$ cat config.mk
export PLATFORM = sky130hd
export DESIGN_NAME = sdram_bank_command_fsm
export DESIGN_NICKNAME = d
export VERILOG_FILES = /design/src/pkg/sdram_cmd_pkg.sv /design/src/hdl/sdram_bank_fsm.sv /design/src/hdl/sdram_bank_command_fsm.sv
export SDC_FILE = /design/constraint.sdc
export NUM_CORES = 1
export LEC_CHECK = 0
export BUFFER_PORTS_ARGS = -buffer_cell sky130_fd_sc_hd__buf_2
export CORE_AREA = 4 4 124 90
export CTS_BUF_LIST = sky130_fd_sc_hd__clkbuf_2
export DETAILED_ROUTE_END_ITERATION = 7
export DIE_AREA = 0 0 128 94
export GPL_ROUTABILITY_DRIVEN = 0
export GPL_TIMING_DRIVEN = 0
export PLACE_DENSITY_LB_ADDON = 0.05
export RECOVER_POWER = 50
export SKIP_LAST_GASP = 1
export SLEW_MARGIN = 40
export SYNTH_ARGS = -nofsm -noshare
export SYNTH_HDL_FRONTEND = slang
export SYNTH_SLANG_ARGS = --single-unit
$ cat constraint.sdc
create_clock -name ref_clk -period 2.3 [get_ports ref_clk]
set_input_delay 0.46 -clock ref_clk [delete_from_list [all_inputs] [get_ports ref_clk]]
set_output_delay 0.46 -clock ref_clk [all_outputs]
set_load 0.03 [all_outputs]
$ cat src/pkg/sdram_cmd_pkg.sv
// shared constants, command codes and state types of the bank command logic
package sdram_cmd_pkg;
    // ----------------------------------------
    // geometry and clock
    // ----------------------------------------
    localparam int NUM_BANKS = 4;
    localparam int BANK_W = 2;
    localparam int CNT_W = 4;
    localparam int CLK_PERIOD_NS = 50;
    // ----------------------------------------
    // timing in ns, converted to whole cycles
    // ----------------------------------------
    localparam int ROW_PRECHARGE_TIME_NS = 20;
    localparam int ROW_TO_COLUMN_DELAY_NS = 20;
    localparam int REFRESH_CYCLE_TIME_NS = 70;
    localparam int MODE_REGISTER_DELAY_NS = 100;
    localparam int SELF_REFRESH_EXIT_TIME_NS = 80;
    // least times: round up, never below one cycle
    function automatic int min_cycles(input int t_ns);
        int c;
        c = (t_ns + CLK_PERIOD_NS - 1) / CLK_PERIOD_NS;
        return (c < 1) ? 1 : c;
    endfunction
    localparam int READ_LATENCY = 2;
    localparam int BURST_LEN = 4;
    localparam int WRITE_RECOVERY_CYC = 1;
    // counter loads are cycles minus one: the state lasts exactly the count
    localparam logic [CNT_W-1:0] PRE_LOAD = CNT_W'(min_cycles(ROW_PRECHARGE_TIME_NS) - 1);
    localparam logic [CNT_W-1:0] ACT_LOAD = CNT_W'(min_cycles(ROW_TO_COLUMN_DELAY_NS) - 1);
    localparam logic [CNT_W-1:0] RFC_LOAD = CNT_W'(min_cycles(REFRESH_CYCLE_TIME_NS) - 1);
    localparam logic [CNT_W-1:0] MRD_LOAD = CNT_W'(min_cycles(MODE_REGISTER_DELAY_NS) - 1);
    localparam logic [CNT_W-1:0] XSR_LOAD = CNT_W'(min_cycles(SELF_REFRESH_EXIT_TIME_NS) - 1);
    localparam logic [CNT_W-1:0] WR_PRE_LOAD =
        CNT_W'(min_cycles(ROW_PRECHARGE_TIME_NS) + WRITE_RECOVERY_CYC - 1);
    localparam logic [CNT_W-1:0] BURST_LOAD = CNT_W'(BURST_LEN - 1);
    localparam logic [CNT_W-1:0] CNT_ZERO = 4'h0;
    localparam logic [CNT_W-1:0] CNT_ONE = 4'h1;
    // ----------------------------------------
    // commands as {select, row, column, write} strobes, all active low
    // ----------------------------------------
    localparam logic [3:0] CMD_LMR = 4'h0;
    localparam logic [3:0] CMD_REF = 4'h1;
    localparam logic [3:0] CMD_PRE = 4'h2;
    localparam logic [3:0] CMD_ACT = 4'h3;
    localparam logic [3:0] CMD_WR = 4'h4;
    localparam logic [3:0] CMD_RD = 4'h5;
    localparam logic [3:0] CMD_TERM = 4'h6;
    localparam logic [3:0] CMD_NOP = 4'h7;
    typedef enum logic [2:0] {
        B_IDLE, B_ACTIVATING, B_ROW_ACTIVE, B_READING,
        B_WRITING, B_READ_AP, B_WRITE_AP, B_PRECHARGING
    } bank_state_t;
    typedef enum logic [2:0] {
        D_NORMAL, D_REFRESH, D_MODE, D_PRE_ALL, D_SELF_REF, D_SR_EXIT
    } dev_state_t;
endpackage

$ cat src/hdl/sdram_bank_fsm.sv
// state machine and down-counter of one bank
`timescale 1ns/100ps
`default_nettype none
module sdram_bank_fsm
    import sdram_cmd_pkg::*;
(
    input wire logic ref_clk,
    input wire logic resetn,
    input wire logic act_req,
    input wire logic col_req,
    input wire logic col_write,
    input wire logic ap,
    input wire logic pre_req,
    input wire logic burst_end,
    output bank_state_t state,
    output logic idle,
    output logic col_ok
);
    bank_state_t state_r, state_nxt;
    logic [CNT_W-1:0] cnt_r, cnt_nxt;
    logic ap_run_r, ap_run_nxt;
    wire cnt_zero = (cnt_r == CNT_ZERO);
    wire [CNT_W-1:0] cnt_dec = cnt_r - CNT_ONE;
    // ----------------------------------------
    // status seen by the command decoder
    // ----------------------------------------
    assign state = state_r;
    assign idle = (state_r == B_IDLE);
    assign col_ok = (state_r == B_ROW_ACTIVE) || (state_r == B_READING)
                    || (state_r == B_WRITING);
    // ----------------------------------------
    // next state; busy states ignore this bank's commands
    // ----------------------------------------
    always_comb begin
        state_nxt = state_r;
        cnt_nxt = cnt_r;
        ap_run_nxt = ap_run_r;
        unique case (state_r)
            B_IDLE: begin
                // precharge to an idle bank changes nothing
                if (act_req) begin
                    state_nxt = B_ACTIVATING;
                    cnt_nxt = ACT_LOAD;
                end
            end
            B_ACTIVATING, B_PRECHARGING: begin
                if (cnt_zero) begin
                    state_nxt = (state_r == B_ACTIVATING) ? B_ROW_ACTIVE : B_IDLE;
                end else begin
                    cnt_nxt = cnt_dec;
                end
            end
            B_ROW_ACTIVE, B_READING, B_WRITING: begin
                if (pre_req) begin
                    state_nxt = B_PRECHARGING;
                    cnt_nxt = PRE_LOAD;
                end else if (col_req) begin
                    if (col_write) begin
                        state_nxt = ap ? B_WRITE_AP : B_WRITING;
                    end else begin
                        state_nxt = ap ? B_READ_AP : B_READING;
                    end
                    ap_run_nxt = 1'b0;
                end else if (burst_end && (state_r != B_ROW_ACTIVE)) begin
                    state_nxt = B_ROW_ACTIVE;
                end
            end
            B_READ_AP, B_WRITE_AP: begin
                // burst end or interruption starts the hidden precharge
                if (!ap_run_r) begin
                    if (burst_end) begin
                        ap_run_nxt = 1'b1;
                        cnt_nxt = (state_r == B_READ_AP) ? PRE_LOAD : WR_PRE_LOAD;
                    end
                end else if (cnt_zero) begin
                    state_nxt = B_IDLE;
                    ap_run_nxt = 1'b0;
                end else begin
                    cnt_nxt = cnt_dec;
                end
            end
        endcase
    end
    // ----------------------------------------
    // one state register and one counter per bank
    // ----------------------------------------
    always_ff @(posedge ref_clk or negedge resetn) begin
        if (!resetn) begin
            state_r <= B_IDLE;
            cnt_r <= CNT_ZERO;
            ap_run_r <= 1'b0;
        end else begin
            state_r <= state_nxt;
            cnt_r <= cnt_nxt;
            ap_run_r <= ap_run_nxt;
        end
    end
endmodule // sdram_bank_fsm
`default_nettype wire

$ cat src/hdl/sdram_bank_command_fsm.sv
// command decoder, device-wide states and burst tracking of a four-bank sdram
`timescale 1ns/100ps
`default_nettype none
// Contract
// - deselected cycle: no command, work continues
// - nop lets ongoing operations continue
// - active opens row, waits row-to-column delay
// - refresh and mode load need all idle
// - precharge to idle bank does nothing
// - row active accepts read, write, precharge
// - read burst accepts read, write, terminate, precharge
// - write burst accepts read, write, terminate, precharge
// - terminate stops the latest burst, any bank
// - precharging lasts row precharge time, then idle
// - read auto precharge busy until precharge done
// - write auto precharge busy until precharge done
// - refresh holds device for refresh cycle time
// - mode load holds device for mode delay
// - precharge all holds device, then idle
// - precharge all needs every bank prechargeable
// - decode only with clock enable held high
// - idle bank never blocks other banks
// - busy bank allows commands to others
// - bursting bank allows commands to others
// - interrupting read data follows after read latency
// - interrupted auto precharge burst starts precharge
// - interrupted write keeps data before the read
module sdram_bank_command_fsm
    import sdram_cmd_pkg::*;
(
    input wire logic ref_clk,
    input wire logic resetn,
    input wire logic clock_enable,
    input wire logic chip_select_n,
    input wire logic row_strobe_n,
    input wire logic column_strobe_n,
    input wire logic write_enable_n,
    input wire logic [BANK_W-1:0] bank_addr,
    input wire logic auto_precharge,
    output bank_state_t bank_state [NUM_BANKS],
    output logic [NUM_BANKS-1:0] bank_idle,
    output logic all_banks_idle,
    output dev_state_t device_state,
    output logic burst_active,
    output logic [BANK_W-1:0] burst_bank,
    output logic read_data_valid,
    output logic [BANK_W-1:0] read_data_bank,
    output logic write_data_take,
    output logic [BANK_W-1:0] write_data_bank
);
    // ----------------------------------------
    // declarations
    // ----------------------------------------
    dev_state_t dev_r, dev_nxt;
    logic [CNT_W-1:0] dev_cnt_r, dev_cnt_nxt;
    logic cke_prev_r;
    logic owner_v_r, owner_v_nxt;
    logic [BANK_W-1:0] owner_r, owner_nxt;
    logic [CNT_W-1:0] left_r, left_nxt;
    logic is_wr_r, is_wr_nxt;
    logic [READ_LATENCY-1:0] rd_v_r;
    logic [BANK_W-1:0] rd_b_r [READ_LATENCY];
    logic [NUM_BANKS-1:0] col_ok;
    logic [NUM_BANKS-1:0] act_req;
    logic [NUM_BANKS-1:0] col_req;
    logic [NUM_BANKS-1:0] pre_req;
    logic [NUM_BANKS-1:0] burst_end;
    // ----------------------------------------
    // command decode
    // ----------------------------------------
    wire [3:0] code = {chip_select_n, row_strobe_n, column_strobe_n, write_enable_n};
    // decoding needs clock enable on this and the previous edge
    wire cke_ok = cke_prev_r && clock_enable;
    wire normal = (dev_r == D_NORMAL);
    // a high select is an inhibit: nothing below can fire
    wire cmd_valid = !chip_select_n && cke_ok && normal;
    // nop matches no command code, so it only lets work continue
    wire is_act = cmd_valid && (code == CMD_ACT);
    wire is_rd = cmd_valid && (code == CMD_RD);
    wire is_wr = cmd_valid && (code == CMD_WR);
    wire is_pre = cmd_valid && (code == CMD_PRE);
    wire is_term = cmd_valid && (code == CMD_TERM);
    wire is_ref = cmd_valid && (code == CMD_REF);
    wire is_lmr = cmd_valid && (code == CMD_LMR);
    wire [NUM_BANKS-1:0] sel = NUM_BANKS'(1) << bank_addr;
    // ----------------------------------------
    // device-wide commands
    // ----------------------------------------
    assign all_banks_idle = &bank_idle;
    // refresh and mode load are dropped unless every bank rests
    wire ref_go = is_ref && all_banks_idle;
    wire lmr_go = is_lmr && all_banks_idle;
    // precharge all only when no bank is mid activation or auto precharge
    wire pre_all_ok = &(bank_idle | col_ok);
    wire pre_all_go = is_pre && auto_precharge && pre_all_ok;
    wire sr_entry = !chip_select_n && (code == CMD_REF) && cke_prev_r
                    && !clock_enable && normal && all_banks_idle;
    wire cke_rise = !cke_prev_r && clock_enable;
    wire dev_zero = (dev_cnt_r == CNT_ZERO);
    // ----------------------------------------
    // per-bank requests; each bank judges its own state
    // ----------------------------------------
    // a request other than precharge all is routed to one bank only, so others keep working
    assign act_req = is_act ? sel : '0;
    assign pre_req = pre_all_go ? '1 : ((is_pre && !auto_precharge) ? sel : '0);
    wire col_go = (is_rd || is_wr) && |(sel & col_ok);
    assign col_req = col_go ? sel : '0;
    // ----------------------------------------
    // burst tracking: one data path, newest burst owns it
    // ----------------------------------------
    // an auto precharge owner ignores precharge, so its burst must run on to its end
    wire pre_owner = owner_v_r && pre_req[owner_r] && col_ok[owner_r];
    // terminate always hits the latest burst whatever bank it used
    wire term_go = is_term && owner_v_r;
    wire stop_now = term_go || pre_owner || col_go;
    wire cont = owner_v_r && (left_r != CNT_ZERO) && !stop_now;
    wire other_bank = col_go && (bank_addr != owner_r);
    // a burst to another bank ends the owner burst, auto precharge follows
    wire end_now = owner_v_r && ((left_r == CNT_ZERO) || term_go || other_bank);
    assign burst_end = end_now ? (NUM_BANKS'(1) << owner_r) : '0;
    // read data restarts for the new bank, seen one latency later
    wire beat_rd = (col_go && is_rd) || (cont && !is_wr_r);
    wire [BANK_W-1:0] beat_bank = col_go ? bank_addr : owner_r;
    // write data: taken with the command, dropped at an interrupting read
    assign write_data_take = (col_go && is_wr) || (cont && is_wr_r);
    assign write_data_bank = beat_bank;
    always_comb begin
        owner_nxt = owner_r;
        owner_v_nxt = owner_v_r;
        left_nxt = left_r;
        is_wr_nxt = is_wr_r;
        if (col_go) begin
            owner_nxt = bank_addr;
            owner_v_nxt = 1'b1;
            left_nxt = BURST_LOAD;
            is_wr_nxt = is_wr;
        end else if (end_now || pre_owner) begin
            owner_v_nxt = 1'b0;
        end else if (cont) begin
            left_nxt = left_r - CNT_ONE;
        end
    end
    // ----------------------------------------
    // device-wide state and busy counter
    // ----------------------------------------
    always_comb begin
        dev_nxt = dev_r;
        dev_cnt_nxt = dev_cnt_r;
        unique case (dev_r)
            D_NORMAL: begin
                if (ref_go) begin
                    dev_nxt = D_REFRESH;
                    dev_cnt_nxt = RFC_LOAD;
                end else if (lmr_go) begin
                    dev_nxt = D_MODE;
                    dev_cnt_nxt = MRD_LOAD;
                end else if (pre_all_go) begin
                    dev_nxt = D_PRE_ALL;
                    dev_cnt_nxt = PRE_LOAD;
                end else if (sr_entry) begin
                    dev_nxt = D_SELF_REF;
                end
            end
            D_SELF_REF: begin
                // leaving self refresh waits out the exit time
                if (cke_rise) begin
                    dev_nxt = D_SR_EXIT;
                    dev_cnt_nxt = XSR_LOAD;
                end
            end
            D_REFRESH, D_MODE, D_PRE_ALL, D_SR_EXIT: begin
                // all commands are ignored until the count runs out
                if (dev_zero) begin
                    dev_nxt = D_NORMAL;
                end else begin
                    dev_cnt_nxt = dev_cnt_r - CNT_ONE;
                end
            end
            default: begin
                dev_nxt = D_NORMAL;
            end
        endcase
    end
    // ----------------------------------------
    // registers
    // ----------------------------------------
    // clock enable history starts low: the first edge decodes nothing
    always_ff @(posedge ref_clk or negedge resetn) begin
        if (!resetn) begin
            dev_r <= D_NORMAL;
            dev_cnt_r <= CNT_ZERO;
            cke_prev_r <= 1'b0;
        end else begin
            dev_r <= dev_nxt;
            dev_cnt_r <= dev_cnt_nxt;
            cke_prev_r <= clock_enable;
        end
    end
    // burst owner and remaining beats
    always_ff @(posedge ref_clk or negedge resetn) begin
        if (!resetn) begin
            owner_v_r <= 1'b0;
            owner_r <= '0;
            left_r <= CNT_ZERO;
            is_wr_r <= 1'b0;
        end else begin
            owner_v_r <= owner_v_nxt;
            owner_r <= owner_nxt;
            left_r <= left_nxt;
            is_wr_r <= is_wr_nxt;
        end
    end
    // read latency pipeline; a shift keeps overlapping reads in order
    always_ff @(posedge ref_clk or negedge resetn) begin
        if (!resetn) begin
            rd_v_r <= '0;
            for (int i = 0; i < READ_LATENCY; i++) begin
                rd_b_r[i] <= '0;
            end
        end else begin
            rd_v_r <= {rd_v_r[READ_LATENCY-2:0], beat_rd};
            rd_b_r[0] <= beat_bank;
            for (int i = 1; i < READ_LATENCY; i++) begin
                rd_b_r[i] <= rd_b_r[i-1];
            end
        end
    end
    // ----------------------------------------
    // outputs
    // ----------------------------------------
    assign device_state = dev_r;
    assign burst_active = owner_v_r;
    assign burst_bank = owner_r;
    assign read_data_valid = rd_v_r[READ_LATENCY-1];
    assign read_data_bank = rd_b_r[READ_LATENCY-1];
    // ----------------------------------------
    // one state machine per bank
    // ----------------------------------------
    for (genvar b = 0; b < NUM_BANKS; b++) begin : g_bank
        sdram_bank_fsm u_bank (
            .ref_clk(ref_clk),
            .resetn(resetn),
            .act_req(act_req[b]),
            .col_req(col_req[b]),
            .col_write(is_wr),
            .ap(auto_precharge),
            .pre_req(pre_req[b]),
            .burst_end(burst_end[b]),
            .state(bank_state[b]),
            .idle(bank_idle[b]),
            .col_ok(col_ok[b])
        );
    end
    // ----------------------------------------
    // checks
    // ----------------------------------------
    localparam int RD_LAT_A = READ_LATENCY;

    wire any_go = is_act || col_go || is_pre || ref_go || lmr_go || term_go;
endmodule // sdram_bank_command_fsm
`default_nettype wire

==> impl_metrics.toml <==
[status]
status = "complete, but fails checks"
violations = "setup timing"

[detailed_routing]
via_count = 4156
drt_wl_total_mm = 12.1
ant_nets = 0
wl_per_cell_um = 16.9
first_pass_iters = 5
vias_per_cell = 5.78
remaining_drc_errors = 0
drt_iter0_markers = 419

[power]
intPower_mw = 2.99
leakage_nw = 2.09
ir_drop_uv = 550
p_clk_share_pct = 6.6
power_density_nw_per_um2 = 1140
pwr-share-seq_pct = 27.5
p_total_mw = 6.03
power.switching_mw = 3.04
comb_power_share_pct = 65.9
netSwitchingFraction_pct = 50.4

[clock_tree]
insertion_delay_ps = 490
h-tree-depth = 2
clock_path_buffers = 2
cts-buffers-inserted = 5
clock-sinks = 52
root_buffer = "clkbuf_2"
path_clk_slew_ps = 280
tritoncts = "built"

[floorplan]
dieArea_um2 = 12000
io-pin-count = 39
core_area_um2 = 10100
start_util_pct = 39.0
die_w_um = 128
die_h_um = 94
rows = 31

[placement]
dp_hpwl_mm = 8.34
port_buffers = 35
placed_cells = 672

[setup_path]
crit_path_start_kind = "register"
crit_chain = "and4bb_2 > nand4_1 > nor3_2 > a2bb2o_4 > o211ai_4 > o22ai_4 > buf_6"
crit_fanout = 5
crit_type = "reg2out"
cp_data_required_time_ps = 1840
crit_buf_inv = 1
critPathArrivalTime_ps = 2490
crit_family = "simple AND/OR/NAND/NOR gates"
cp_slowest_stage_delay_ps = 470
cpMaxStageDelayCell = "dfrtp_2"
endpoint_kind = "primary output"

[sta]
slew_violations = 0
finalHoldViolations = 0
rsz0062_at_grt = "yes"
min_period_ps = 2950
worst_slew_pin_slew_ps = 739
fin_crit_sh_pct = 128
timing.fmax_mhz = 339
fin_ws_ps = -649
setup_viol = 34
max-slew-margin-rel_pct = 50.7
skew_ps = 27.7

[synth]
syn-num-nets = 524
synth_cells = 505
synth_edf_count = 0
yosys_most_used_dff = "dfrtp_1"
synth_warnings = 0
ys_seq_elements = 52
yosysUniqueCellTypes = 67
syn_area_per_cell_um2 = 7.79
synth_area_um2 = 3940
synth.yosys.seq_area_share_pct = 33.1
synthArstFlopShare_pct = 100

[global_routing]
grt_pass1_wl_mm = 19.4
grt_usage_pct = 20.1
grt_start_max_net_pins = 53
antenna_found_initial = 0
grt_pass1_vias = 3759
overflow = 0

[layout]
antenna_cells = 0
fin_cells = 719
layout-drive-gt1-share_pct = 31.9
synthToLayoutAreaGrowth_pct = 33.9
nets = 605

[job]
maxCapViolations = 0

[hold_path]
hp-class = "in2reg"
-- through the flow --
| step | hold WS, ps | worst slack, ps | utilization, % | setup TNS [ps] | area (µm²) |
|---|---|---|---|---|---|
| 4_1_cts | 51.2 | -623 | 49.0 | -11170 | 4940 |
| 3_3_place_gp | 343 | -741 | 43.1 | -17260 | 4350 |
| 3_5_place_dp | 351 | -772 | 43.1 | -17790 | 4350 |
| 6_report | 108 | -649 | 52.3 | -10040 | 5270 |
| 5_1_grt | 75.1 | -749 | 52.3 | -14680 | 5270 |
| 2_1_floorplan | 164 | -63.1 | - | -158 | 4010 |
-- worst paths after layout --
kind | from | end | cells after the start | slack, ps
setup / recovery | device_state[2]$_DFFE_PN0P_ | write_data_take | 7 | -650
hold / removal | clock_enable | cke_prev_r$_DFF_PN0_ | 1 | 110
setup reg to reg | g_bank[0].u_bank.state[0]$_DFFE_PN0P_ | g_bank[0].u_bank.cnt_r[0]$_DFFE_PN0P_ | 11 | -540
hold reg to reg | rd_v_r[0]$_DFF_PN0_ | rd_v_r[1]$_DFF_PN0_ | 0 | 400
max in group asynchronous | resetn | g_bank[1].u_bank.state[1]$_DFFE_PN0P_ | 2 | 1280
min in group asynchronous | resetn | g_bank[0].u_bank.cnt_r[3]$_DFFE_PN0P_ | 2 | 470
-- cells by family after synthesis --
group	after synthesis	synth area share [%]
and+or+nand+nor	206	26.4
AOI/OAI and AO/OA	160	26.5
buffers and inverters	56	5.75
DFF	52	33.1
adders and majority gates	11	3.37
xor gates and xnor gates	10	2.23
muxes	10	2.70
-- cell usage after synthesis, types with 6 or more instances --
cell type  count  area, µm²
nor4_1         9       56.3
nand2b_1      22        138
a21oi_1       34        170
a211oi_1       6       45.0
nor3_1        30        150
o21ai_0       47        235
nor2_1        41        154
xnor2_1        7       61.3
nor2b_1        6       37.5
inv_1         29        109
ha_1           9        113
clkbuf_1      21       78.8
nand2_1       53        199
dfrtp_1       52       1300
nand3_1       11       55.1
o31ai_1       12       90.1
a31oi_1        9       56.3
-- cell type report --
class,count,area (µm²)
flip-flops and latches,52,1320
fillers,970,4810
plain buffers,25,144
multi-input cells,397,2920
inverters,29,109
repair buffers,76,572
clock inverters,3,18.8
clock buffers,5,25.0
well taps,132,165
-- power groups by stage --
stage | Combinational [mW] | Sequential, mW | Clock [mW]
floorplan | 2.08 | 1.75 | 0
global placement | 2.97 | 1.60 | 0
detailed placement | 2.99 | 1.60 | 0
CTS | 3.55 | 1.64 | 0.414
global route | 4.35 | 1.71 | 0.442
finish | 3.98 | 1.66 | 0.398
-- state kept, by name, indices dropped and copies added (netlist names) --
register                flops
g_bank.u_bank.cnt_r        16
g_bank.u_bank.state        12
dev_cnt_r                   4
g_bank.u_bank.ap_run_r      4
left_r                      4
device_state                3
rd_b_r                      2
rd_v_r                      2
read_data_bank              2
burst_active                1
cke_prev_r                  1
is_wr_r                     1
-- routing by layer --
layer  routed length (µm)  part of all wire [%]  track usage, %
met5                    0                     0               0
met1                 6030                    50            30.4
met3                  749                   6.2            3.75
met2                 5250                    43            29.7
met4                  111                  0.91            3.71
-- cell usage in the layout, fill, tap and decap left out, types with 4 or more instances in the layout --
cell type / n
nand2_1: 51
nor2_1: 36
dfrtp_1: 36
buf_4: 35
o21ai_0: 32
a21oi_1: 30
inv_1: 29
buf_2: 28
nand2b_1: 21
nor3_1: 20
buf_6: 20
dfrtp_2: 16
clkbuf_1: 15
o21ai_1: 9
nand3_1: 9
a31oi_1: 9
ha_1: 8
xnor2_1: 7
nor4_1: 7
nor3_4: 6
a21o_1: 5
mux2_2: 5
o21ai_2: 5
o31ai_1: 5
o31ai_2: 5
nand4_1: 5
clkbuf_2: 5
o21a_1: 4
or3_1: 4
nor3_2: 4
mux2i_1: 4
nor2b_1: 4
o31a_1: 4
a211oi_2: 4
and2_1: 4
-- repair_timing --
action                                  CTS  global route
setup buffers                            25            18
endpoints found under the setup margin   47            48
hold buffers                              1             0
gates resized for setup                  87            73
pin swaps                                24            31
endpoints found under the hold margin    42             0
No activity file was read; power rests on OpenSTA's default activity.
